<file path="src/pkg/sdtmr_params.svh">
`ifndef SDTMR_PARAMS_SVH
`define SDTMR_PARAMS_SVH

// ========================================
// register indices
`define SDTMR_OFS_CTRL_STAT   3'h0
`define SDTMR_OFS_PRESET      3'h1
`define SDTMR_OFS_ELAPSED     3'h2
`define SDTMR_OFS_CONFIG      3'h3
`define SDTMR_OFS_IRQ_STATUS  3'h4
`define SDTMR_OFS_IRQ_MASK    3'h5
`define SDTMR_OFS_DIVIDER     3'h6

// ========================================
// control word field positions
`define SDTMR_BIT_ENABLE      15
`define SDTMR_BIT_TIMING      14
`define SDTMR_BIT_DONE        13
`define SDTMR_INTERNAL_MSB    12

// ========================================
// config word field positions
`define SDTMR_CFG_MODE_LSB    0
`define SDTMR_CFG_TBASE_LSB   2
`define SDTMR_CFG_CLEAR_BIT   8

// ========================================
// event bits of status and mask
`define SDTMR_EV_DONE         0
`define SDTMR_EV_TIMING       1
`define SDTMR_EV_OVERRUN      2

// ========================================
// reset values
`define SDTMR_RST_PRESET      15'h0000
`define SDTMR_RST_ELAPSED     15'h0000
`define SDTMR_RST_MASK        3'h0

// ========================================
// timing
`define SDTMR_CLK_HZ          125000000
`define SDTMR_TB_FAST_MS      1
`define SDTMR_TB_MID_RATIO    10
`define SDTMR_TB_SLOW_RATIO   100
`define SDTMR_MAX_SCAN_MS     2550
`define SDTMR_COUNT_MAX       32767

`endif

</file>
<file path="src/pkg/sdtmr_pkg.sv">
package sdtmr_pkg;

  // ========================================
  // timer modes and time bases
  typedef enum logic [1:0] {
    SDTMR_ON_DELAY_MODE,
    SDTMR_OFF_DELAY_MODE,
    SDTMR_RETENTIVE_ON_DELAY_MODE
  } sdtmr_mode_t;

  typedef enum logic [1:0] {
    SDTMR_TB_1MS,
    SDTMR_TB_10MS,
    SDTMR_TB_1S
  } sdtmr_tbase_t;

endpackage : sdtmr_pkg

</file>
<file path="src/pkg/sdtmr_tick_if.sv">
`timescale 1ns/1ps

// time-base divider setting and tick pulses
interface sdtmr_tick_if #(parameter int DIV_W = 17);
  logic [DIV_W-1:0] div_cycles;
  logic             tick_1ms;
  logic             tick_10ms;
  logic             tick_1s;

  modport gen  (input div_cycles, output tick_1ms, tick_10ms, tick_1s);
  modport user (output div_cycles, input tick_1ms, tick_10ms, tick_1s);
endinterface : sdtmr_tick_if

</file>
<file path="src/design/sdtmr_tick_gen.sv">
`timescale 1ns/1ps
`include "sdtmr_params.svh"

module sdtmr_tick_gen #(
  parameter int DIV_W = 17
) (
  input  wire logic   clk,
  input  wire logic   rst_n,
  sdtmr_tick_if.gen   tk
);

  typedef struct packed {
    logic [DIV_W-1:0] cnt;
    logic [3:0]       mid;
    logic [6:0]       slow;
    logic             t_fast;
    logic             t_mid;
    logic             t_slow;
  } sdtmr_tick_state_t;

  localparam logic [3:0] MID_LAST  = 4'(`SDTMR_TB_MID_RATIO - 1);
  localparam logic [6:0] SLOW_LAST = 7'(`SDTMR_TB_SLOW_RATIO - 1);

  sdtmr_tick_state_t st_r;
  sdtmr_tick_state_t st_nxt;

  // ========================================
  // divider chain: fast tick, then by ten, then by a hundred
  always_comb
  begin
    st_nxt        = st_r;
    st_nxt.t_fast = 1'b0;
    st_nxt.t_mid  = 1'b0;
    st_nxt.t_slow = 1'b0;
    if (st_r.cnt >= tk.div_cycles - DIV_W'(1))
    begin
      st_nxt.cnt    = '0;
      st_nxt.t_fast = 1'b1;
      if (st_r.mid == MID_LAST)
      begin
        st_nxt.mid   = 4'h0;
        st_nxt.t_mid = 1'b1;
        if (st_r.slow == SLOW_LAST)
        begin
          st_nxt.slow   = 7'h00;
          st_nxt.t_slow = 1'b1;
        end
        else
          st_nxt.slow = st_r.slow + 7'h01;
      end
      else
        st_nxt.mid = st_r.mid + 4'h1;
    end
    else
      st_nxt.cnt = st_r.cnt + DIV_W'(1);
  end

  // ========================================
  // state register
  always_ff @(posedge clk or negedge rst_n)
  begin
    if (!rst_n)
      st_r <= '0;
    else
      st_r <= st_nxt;
  end

  assign tk.tick_1ms  = st_r.t_fast;
  assign tk.tick_10ms = st_r.t_mid;
  assign tk.tick_1s   = st_r.t_slow;

endmodule : sdtmr_tick_gen

</file>
<file path="src/design/sdtmr_top.sv">
// The plain strobed port was chosen for this implementation.
`timescale 1ns/1ps
`include "sdtmr_params.svh"

//
// Overview of operation
// - element is three words: control/status, preset, elapsed count
// - control word: enable bit 15, timing bit 14, done bit 13
// - preset takes 0 to 32767 and marks interval completion
// - elapsed count tallies time-base intervals, kept in 0 to 32767
// - done sets on reaching preset in on-delay and retentive modes only
// - time base per element: 1 ms, 10 ms or 1 s per count
// - clear operation zeroes elapsed count and the done and timing flags
// - off-delay times while rung is false, output drops after preset
// - retentive mode delays turn-on and keeps count when interrupted
// - on-delay counts while true, stops at preset, zeroes when false
// - off-delay counts while false, zeroes when rung becomes true
// - retentive keeps count across false rung, resumes from it
// - timing set while counting below preset (rung true, false in off-delay), drops when rung changes or preset reached
//

module sdtmr_top #(
  parameter int ADDR_W   = 3,
  parameter int DATA_W   = 32,
  parameter int DIV_W    = 17,
  parameter int PEND_W   = 12,
  parameter int MS_CYCLES = `SDTMR_CLK_HZ / 1000 * `SDTMR_TB_FAST_MS
) (
  input  wire logic              CORE_CLK,
  input  wire logic              NRST,
  input  wire logic [ADDR_W-1:0] ADDR,
  input  wire logic [DATA_W-1:0] WDATA,
  input  wire logic              WR_STB,
  input  wire logic              RD_STB,
  output      logic [DATA_W-1:0] RDATA,
  input  wire logic              SCAN_EVAL,
  input  wire logic              RUNG_TRUE,
  output      logic              ENABLE_OUT,
  output      logic              TIMING_OUT,
  output      logic              DONE_OUT,
  output      logic              IRQ
);

  // ========================================
  // state of the element
  typedef struct packed {
    logic                    en;
    logic                    tt;
    logic                    dn;
    logic [PEND_W-1:0]       pend;
    logic [14:0]             preset;
    logic [14:0]             acc;
    sdtmr_pkg::sdtmr_mode_t  mode;
    sdtmr_pkg::sdtmr_tbase_t tbase;
    logic [2:0]              status;
    logic [2:0]              mask;
    logic [DIV_W-1:0]        div;
    logic [DATA_W-1:0]       rdata;
    logic                    irq;
  } sdtmr_state_t;

  localparam logic [DIV_W-1:0] DIV_RST = DIV_W'(MS_CYCLES);
  localparam logic [PEND_W-1:0] LIM_1MS =
    PEND_W'(`SDTMR_MAX_SCAN_MS / `SDTMR_TB_FAST_MS);
  localparam logic [PEND_W-1:0] LIM_10MS =
    PEND_W'(`SDTMR_MAX_SCAN_MS / (`SDTMR_TB_FAST_MS * `SDTMR_TB_MID_RATIO));
  localparam logic [PEND_W-1:0] LIM_1S =
    PEND_W'(`SDTMR_MAX_SCAN_MS /
            (`SDTMR_TB_FAST_MS * `SDTMR_TB_MID_RATIO * `SDTMR_TB_SLOW_RATIO));
  localparam logic [15:0] COUNT_MAX = 16'(`SDTMR_COUNT_MAX);

  sdtmr_state_t st_r;
  sdtmr_state_t st_nxt;
  logic         rst_meta_r;
  logic         rst_sync_r;

  sdtmr_tick_if #(.DIV_W(DIV_W)) tick_bus ();

  // ========================================
  // reset release through two flops
  always_ff @(posedge CORE_CLK or negedge NRST)
  begin
    if (!NRST)
    begin
      rst_meta_r <= 1'b0;
      rst_sync_r <= 1'b0;
    end
    else
    begin
      rst_meta_r <= 1'b1;
      rst_sync_r <= rst_meta_r;
    end
  end

  // ========================================
  // time-base ticks
  sdtmr_tick_gen #(
    .DIV_W (DIV_W)
  ) u_tick (
    .clk   (CORE_CLK),
    .rst_n (rst_sync_r),
    .tk    (tick_bus.gen)
  );

  assign tick_bus.div_cycles = st_r.div;

  // ========================================
  // tick of the selected time base
  logic tick_sel;
  logic [PEND_W-1:0] pend_lim;

  always_comb
  begin
    case (st_r.tbase)
      sdtmr_pkg::SDTMR_TB_1MS:
      begin
        tick_sel = tick_bus.tick_1ms;
        pend_lim = LIM_1MS;
      end
      sdtmr_pkg::SDTMR_TB_10MS:
      begin
        tick_sel = tick_bus.tick_10ms;
        pend_lim = LIM_10MS;
      end
      sdtmr_pkg::SDTMR_TB_1S:
      begin
        tick_sel = tick_bus.tick_1s;
        pend_lim = LIM_1S;
      end
      default:
      begin
        tick_sel = tick_bus.tick_1ms;
        pend_lim = LIM_1MS;
      end
    endcase
  end

  // ========================================
  // register read mux
  logic [DATA_W-1:0] rd_word;

  always_comb
  begin
    rd_word = '0;
    case (ADDR)
      `SDTMR_OFS_CTRL_STAT:
      begin
        rd_word[`SDTMR_BIT_ENABLE] = st_r.en;
        rd_word[`SDTMR_BIT_TIMING] = st_r.tt;
        rd_word[`SDTMR_BIT_DONE]   = st_r.dn;
        rd_word[PEND_W-1:0]        = st_r.pend;  // internal use field
      end
      `SDTMR_OFS_PRESET:
        rd_word[14:0] = st_r.preset;
      `SDTMR_OFS_ELAPSED:
        rd_word[14:0] = st_r.acc;
      `SDTMR_OFS_CONFIG:
      begin
        rd_word[`SDTMR_CFG_MODE_LSB +: 2]  = st_r.mode;
        rd_word[`SDTMR_CFG_TBASE_LSB +: 2] = st_r.tbase;
      end
      `SDTMR_OFS_IRQ_STATUS:
        rd_word[2:0] = st_r.status;
      `SDTMR_OFS_IRQ_MASK:
        rd_word[2:0] = st_r.mask;
      `SDTMR_OFS_DIVIDER:
        rd_word[DIV_W-1:0] = st_r.div;
      default:
        rd_word = '0;
    endcase
  end

  // ========================================
  // decoded strobes
  logic wr_cfg;
  logic clear_op;

  assign wr_cfg   = WR_STB && (ADDR == `SDTMR_OFS_CONFIG);
  assign clear_op = wr_cfg && WDATA[`SDTMR_CFG_CLEAR_BIT];

  // ========================================
  // next state of the element
  logic [15:0]       sum;
  logic [14:0]       acc_base;
  logic              dn_base;
  logic              tt_base;
  logic [PEND_W-1:0] pend_base;
  logic [2:0]        ev;

  always_comb
  begin
    st_nxt  = st_r;
    ev      = 3'h0;
    st_nxt.rdata = RD_STB ? rd_word : '0;

    // pending ticks since last scan, held at the scan limit
    pend_base = st_r.pend;
    if (tick_sel)
    begin
      if (st_r.pend >= pend_lim)
        ev[`SDTMR_EV_OVERRUN] = 1'b1;
      else
        pend_base = st_r.pend + PEND_W'(1);
    end

    // clear operation zeroes count and flags first
    acc_base = st_r.acc;
    dn_base  = st_r.dn;
    tt_base  = st_r.tt;
    if (clear_op)
    begin
      acc_base  = 15'h0000;
      dn_base   = 1'b0;
      tt_base   = 1'b0;
      pend_base = '0;
    end

    st_nxt.acc  = acc_base;
    st_nxt.dn   = dn_base;
    st_nxt.tt   = tt_base;
    st_nxt.pend = pend_base;
    sum = {1'b0, acc_base} + 16'(st_r.pend);

    // scan evaluation applies the rung on top of the cleared state
    if (SCAN_EVAL)
    begin
      st_nxt.en   = RUNG_TRUE;
      st_nxt.pend = '0;
      case (st_r.mode)
        sdtmr_pkg::SDTMR_OFF_DELAY_MODE:
        begin
          if (RUNG_TRUE)
          begin
            st_nxt.acc = 15'h0000;
            st_nxt.dn  = 1'b1;
            st_nxt.tt  = 1'b0;
          end
          else if (dn_base)
          begin
            // ticks count only if the rung was already false
            if (!st_r.en && acc_base < st_r.preset)
              st_nxt.acc = (sum > {1'b0, st_r.preset}) ?
                           st_r.preset : sum[14:0];
            if (st_nxt.acc >= st_r.preset)
            begin
              st_nxt.dn = 1'b0;
              st_nxt.tt = 1'b0;
            end
            else
              st_nxt.tt = 1'b1;
          end
        end
        sdtmr_pkg::SDTMR_RETENTIVE_ON_DELAY_MODE:
        begin
          if (RUNG_TRUE)
          begin
            if (st_r.en && acc_base < st_r.preset)
              st_nxt.acc = (sum > {1'b0, st_r.preset}) ?
                           st_r.preset : sum[14:0];
            if (st_nxt.acc >= st_r.preset)
              st_nxt.dn = 1'b1;
            st_nxt.tt = (st_nxt.acc < st_r.preset);
          end
          else
            st_nxt.tt = 1'b0;
        end
        default:
        begin
          // on-delay
          if (RUNG_TRUE)
          begin
            if (st_r.en && acc_base < st_r.preset)
              st_nxt.acc = (sum > {1'b0, st_r.preset}) ?
                           st_r.preset : sum[14:0];
            st_nxt.dn = (st_nxt.acc >= st_r.preset);
            st_nxt.tt = (st_nxt.acc < st_r.preset);
          end
          else
          begin
            st_nxt.acc = 15'h0000;
            st_nxt.dn  = 1'b0;
            st_nxt.tt  = 1'b0;
          end
        end
      endcase
    end

    // rising flag events
    if (st_nxt.dn && !st_r.dn)
      ev[`SDTMR_EV_DONE] = 1'b1;
    if (st_nxt.tt && !st_r.tt)
      ev[`SDTMR_EV_TIMING] = 1'b1;

    // register writes; counts held within 0 to 32767
    if (WR_STB)
    begin
      case (ADDR)
        `SDTMR_OFS_PRESET:
          st_nxt.preset = WDATA[14:0];
        `SDTMR_OFS_ELAPSED:
          if (!SCAN_EVAL)
            st_nxt.acc = WDATA[14:0];
        `SDTMR_OFS_CONFIG:
        begin
          st_nxt.mode  = sdtmr_pkg::sdtmr_mode_t'(
                           WDATA[`SDTMR_CFG_MODE_LSB +: 2]);
          st_nxt.tbase = sdtmr_pkg::sdtmr_tbase_t'(
                           WDATA[`SDTMR_CFG_TBASE_LSB +: 2]);
        end
        `SDTMR_OFS_IRQ_MASK:
          st_nxt.mask = WDATA[2:0];
        `SDTMR_OFS_DIVIDER:
          if (WDATA[DIV_W-1:0] != '0)
            st_nxt.div = WDATA[DIV_W-1:0];
        default:
          st_nxt.mask = st_r.mask;
      endcase
    end

    // sticky status: read clears, new event wins
    if (RD_STB && ADDR == `SDTMR_OFS_IRQ_STATUS)
      st_nxt.status = ev;
    else
      st_nxt.status = st_r.status | ev;
    st_nxt.irq = |(st_nxt.status & st_nxt.mask);
  end

  // ========================================
  // state register
  always_ff @(posedge CORE_CLK or negedge rst_sync_r)
  begin
    if (!rst_sync_r)
    begin
      st_r        <= '0;
      st_r.preset <= `SDTMR_RST_PRESET;
      st_r.acc    <= `SDTMR_RST_ELAPSED;
      st_r.mask   <= `SDTMR_RST_MASK;
      st_r.mode   <= sdtmr_pkg::SDTMR_ON_DELAY_MODE;
      st_r.tbase  <= sdtmr_pkg::SDTMR_TB_1MS;
      st_r.div    <= DIV_RST;
    end
    else
      st_r <= st_nxt;
  end

  // ========================================
  // outputs straight from flops
  assign RDATA      = st_r.rdata;
  assign ENABLE_OUT = st_r.en;
  assign TIMING_OUT = st_r.tt;
  assign DONE_OUT   = st_r.dn;
  assign IRQ        = st_r.irq;

  // unused upper limit kept for range documentation
  logic count_in_range;
  assign count_in_range = ({1'b0, st_r.acc} <= COUNT_MAX);

endmodule : sdtmr_top

</file>
<file path="config.mk">
export PLATFORM = sky130hd
export DESIGN_NAME = sdtmr_top
export DESIGN_NICKNAME = d
export VERILOG_FILES = /design/src/pkg/sdtmr_pkg.sv /design/src/pkg/sdtmr_tick_if.sv /design/src/design/sdtmr_tick_gen.sv /design/src/design/sdtmr_top.sv
export VERILOG_INCLUDE_DIRS = /design/src /design/src/pkg
export SDC_FILE = /design/constraint.sdc
export NUM_CORES = 1
export LEC_CHECK = 0
export BUFFER_PORTS_ARGS = -buffer_cell sky130_fd_sc_hd__buf_2
export CAP_MARGIN = 20
export CORE_MARGIN = 2
export CORE_UTILIZATION = 55
export DETAILED_ROUTE_END_ITERATION = 8
export PLACE_DENSITY = 0.84
export SLEW_MARGIN = 20
export SYNTH_ARGS = -nofsm -noshare
export SYNTH_HDL_FRONTEND = slang
export SYNTH_HIERARCHICAL = 1
export SYNTH_SLANG_ARGS = --single-unit
</file>
<file path="constraint.sdc">
create_clock -name CORE_CLK -period 9.3 [get_ports CORE_CLK]
set_input_delay 1.395 -clock CORE_CLK [delete_from_list [all_inputs] [get_ports CORE_CLK]]
set_output_delay 1.395 -clock CORE_CLK [all_outputs]
set_load 0.02 [all_outputs]
</file>
Word-level counts from Yosys, hierarchy flattened

Cells that the tools add are included.

Input port bits: 41
Register bits: 123

Add/subtract/negate cells: 6
Mux-type cells: 62
Bitwise gates (word level): 2
Reductions and logical operators: 20
Order comparisons: 9
Eq/ne operators: 13

Operators with widths:

| operator              | count |
|---|---|
| $mux 15               | 20 |
| $mux 17               | 4 |
| $ge 15x15->1          | 3 |
| $lt 15x15->1          | 3 |
| $mux 12               | 3 |
| $pmux 8 s4            | 1 |
| $pmux 15 s2           | 1 |
| $pmux 12 s2           | 1 |
| $pmux 3 s7            | 1 |
| $mux 20               | 1 |
| $mux 19               | 1 |
| $add 17x1->17 const B | 1 |
| $ge 17x17->1          | 1 |
| $reduce_bool 17->1    | 1 |
| $sub 17x1->17 const B | 1 |
| $add 15x12->16        | 1 |
| $gt 16x15->1          | 1 |
| $mux 14               | 1 |
| $add 12x1->12 const B | 1 |
| $ge 12x12->1          | 1 |
| $mux 1                | 12 |
| $eq 3x3->1 const B    | 3 |
| $mux 3                | 3 |
| $mux 2                | 4 |
| 26 further kinds      | 42 |

Logic depth before layout (Yosys ltp)

Word-level depth: 24
Mapped depth: 40
Depth with buffers taken out: 34

Hierarchy

Netlist, hierarchy kept.

By module, submodules not included:

| module         | cells each | seq. area each (sq um) | times used | area each (sq um) |
|---|---|---|---|---|
| sdtmr_top      | 919        | 2,311.0                | 1          | 7,803.7 |
| sdtmr_tick_gen | 217        | 775.7                  | 1          | 2,087.0 |

Least setup slack after synthesis

Ideal clock, no wire load.

Kind: input-to-reg
Start: input ADDR[1]
End: register st_r, in the netlist IRQ
Arrival time: 8,238 ps
Stages: 39
Slack: 972 ps
Library setup time: 90 ps
Buffers on the path: 6
Cell sequence: buf_6 and4b_1 buf_4 nand2_2 clkbuf_1 buf_1 nand2_1 inv_1 ha_1 ha_1 a221o_1 o211ai_1 o32ai_2 a21oi_1 or4b_4 a31oi_4 nand3_4 xnor2_1 (+3 left out) o31a_1 a41o_1 buf_4 buf_2 mux2i_1 nor2_1 a21oi_1 ha_1 nand2b_1 a21o_1 a21oi_1 o21ai_0 a221oi_1 o211a_1 o21ai_0 o21ai_0 nand3b_1 o221ai_1

RTL lines:

| element              | RTL line         | text |
|---|---|---|
| start, declared      | sdtmr_top.sv:31  | `input wire logic [ADDR_W-1:0] ADDR,` |
| end signal, assigned | sdtmr_top.sv:343 | `st_r <= st_nxt;` |
| end, declared        | sdtmr_top.sv:72  | `sdtmr_state_t st_r;` |

==> out/qor.txt <==
Syn Area/Cell -> 8.71 µm²
library cells used by synthesis -> 88
most common cell in the netlist -> dfrtp_1
row cnt -> 49
total wire length -> 27.9 mm
full die area -> 0.0191 mm²
setup TNS -> 0 ns
I/O Pins -> 77
Mapped Cells -> 1136
post-CTS sizing -> 0
fmax -> 0.115 GHz
Synth area leader -> dfrtp_1
Pre-antenna DRT Iters -> 6
Area growth, synth to finish -> 8.40%
outcome -> finished, final reports clean
initial core utilization -> 55.6%
fin crit share -> 93.4%
worst vdd ir -> 0.182 mV
layout cell share with drive strength beyond 1 -> 12.9%
setup violators final -> 0
clock-pin transition on the worst setup and hold timing paths -> 0.06 ns
wire per inst -> 20.1 µm
crit path capture type -> register
hold path depth -> 0
total power -> 2280 µW
CP required -> 9.64 ns
# Post-CTS Setup Buffers -> 0
hpwl dp -> 20.0 mm
clk sinks -> 123
clk_skew -> 0.0114 ns
CTS tree -> built
Slew @ Worst Pin -> 0.943 ns
Post-synth top flop -> dfrtp_1
Worst Setup Start Kind -> input port
global-route wire length before repair -> 44.2 mm
Diodes inserted -> 0
top post-synthesis cells by area -> dfrtp_1 (29%), ha_1 (12%), o21ai_0 (4.0%)
yosys warns -> 6
CTS buffer count -> 17
DRC -> 0
hold_buf cts -> 0
register bit count reported by yosys -> 123
commonest cells in the netlist -> dfrtp_1 (116), nand2_1 (105), ha_1 (98)
routability congestion estimate -> 0.976
Mapped Area -> 0.00989 mm²
Hold WC Path Type -> reg2reg
CP max stage delay -> 0.56 ns
Worst R2R Path Depth -> 30
clock root buffer -> clkbuf_16
number of port buffers -> 46
Clk Latency, worst-skew pair -> 0.44 ns
H-tree Lvls -> 4
GR Overflow Total -> 0
vias per cell -> 6.38
# nets final -> 1285
arrival time at the worst endpoint -> 9.02 ns
Hold Vio Cnt, Final -> 0
Post-synth EDFFs -> 0
DR iter-0 viols -> 1058
CP Max Fanout -> 12
vias in the first global route -> 8590
WHS -> 0.351 ns
max-slew violations -> 0
Setup CP Type -> in2reg
Period minus WS final -> 8.69 ns
Seq/Total Area, Yosys -> 31.2%
initial antenna violation count -> 0
post-synth top area share -> 29.3%
post-route antenna net violation count -> 0
All-Layer GR Usage -> 28.8%
Slew HR -> 37.0%
P_leak -> 0.00505 µW
RSZ-0062 raised after global routing -> false
Max stage delay cell, worst path -> or4b_4
core area -> 0.0178 mm²
Max clock buf depth -> 2
MaxCap Viol Count -> 0
Vias -> 8851
async set-reset flop share out of synthesis -> 100%
die height -> 138 µm
Chip Width -> 138 µm
pwr dens -> 213 mW/mm²
pin count of the biggest net entering global routing -> 62
## worst paths after layout
check                            endpoint        from  slack, ns
max                                   IRQ      WR_STB       0.61
min                            rst_sync_r  rst_meta_r       0.35
min in group asynchronous  u_tick/st_r[4]  rst_sync_r       0.42
max in group asynchronous       RDATA[14]  rst_sync_r       7.57
max reg2reg                           IRQ    st_r[61]       1.79
min reg2reg                    rst_sync_r  rst_meta_r       0.35
## layer usage
metal | track usage [%] | routed length, µm
met4 | 14.8 | 1290
met1 | 36.0 | 11200
met3 | 5.02 | 2240
met5 | 0 | 0
met2 | 48.3 | 13200
## through the flow
| step | worst slack, ns | cells | utilization (%) | cell area (µm²) |
|---|---|---|---|---|
| final | 0.614 | 1388 | 60.3 | 10700 |
| after global placement | 0.427 | 1356 | 56.9 | 10100 |
| after CTS | 0.780 | 1388 | 60.3 | 10700 |
| after global routing | 0.193 | 1388 | 60.3 | 10700 |
| after floorplan | 0.972 | 1150 | - | 9940 |
| after detailed placement | 0.378 | 1356 | 56.9 | 10100 |
## power breakdown
group | internal, µW | switching (µW) | total [µW]
Sequential | 623 | 116 | 739
Clock | 421 | 251 | 672
Combinational | 346 | 524 | 871
Total | 1390 | 891 | 2280
## layout by cell type, fill, tap and decap left out, types with 5 or more instances in the layout
| cell | count |
|---|---|
| mux2_2 | 26 |
| buf_4 | 15 |
| nor2b_1 | 11 |
| nand4_1 | 16 |
| nand3_1 | 48 |
| dfstp_2 | 7 |
| xnor2_1 | 31 |
| o211ai_1 | 8 |
| o22a_1 | 5 |
| and4_1 | 8 |
| o22ai_1 | 15 |
| and3_1 | 14 |
| a31oi_1 | 17 |
| and2_1 | 17 |
| o21a_1 | 5 |
| a21o_1 | 22 |
| o211a_1 | 5 |
| buf_2 | 46 |
| a211oi_1 | 10 |
| a21oi_1 | 64 |
| dfrtp_1 | 115 |
| inv_1 | 52 |
| o21ai_0 | 79 |
| conb_1 | 16 |
| mux2i_1 | 29 |
| o221ai_1 | 5 |
| nor3_1 | 11 |
| or3_1 | 6 |
| ha_1 | 98 |
| nand2_1 | 105 |
| o21ai_1 | 8 |
| xor2_1 | 30 |
| nand2b_1 | 13 |
| nor2_1 | 85 |
| clkbuf_16 | 17 |
## sequential cells by signal (all words and copies together), names as in the netlist, 17 cells and up
name and count:
RDATA 17, u_tick/st_r 28, tick_bus.div_cycles 17, st_r 52
## cells by family after synthesis
group / share of synthesized area, %
AOI/OAI and AO/OA: 19.1
xor gates and xnor gates: 5.40
adders and majority gates: 12.7
buffers and inverters: 6.76
DFF: 31.2
muxes: 6.35
other: 0.0759
and+or+nand+nor: 18.4
## layout make-up
| type | count | area (µm²) |
|---|---|---|
| Sequential cell | 123 | 3090 |
| Fill cell | 1478 | 7060 |
| Inverter | 53 | 199 |
| Clock inverter | 10 | 115 |
| Multi-Input combinational cell | 890 | 6200 |
| Timing Repair Buffer | 61 | 343 |
| Tap cell | 229 | 287 |
| Clock buffer | 22 | 484 |
## worst max-delay path, delay by kind of cell
kind / cells / cell delay, ns
compound gates: 17 / 3.61
simple gates: 8 / 1.67
fa+ha+maj: 4 / 1.14
buf+inv: 3 / 0.59
mux: 1 / 0.36
xor+xnor: 1 / 0.23
No activity file was read; power rests on OpenSTA's default activity.
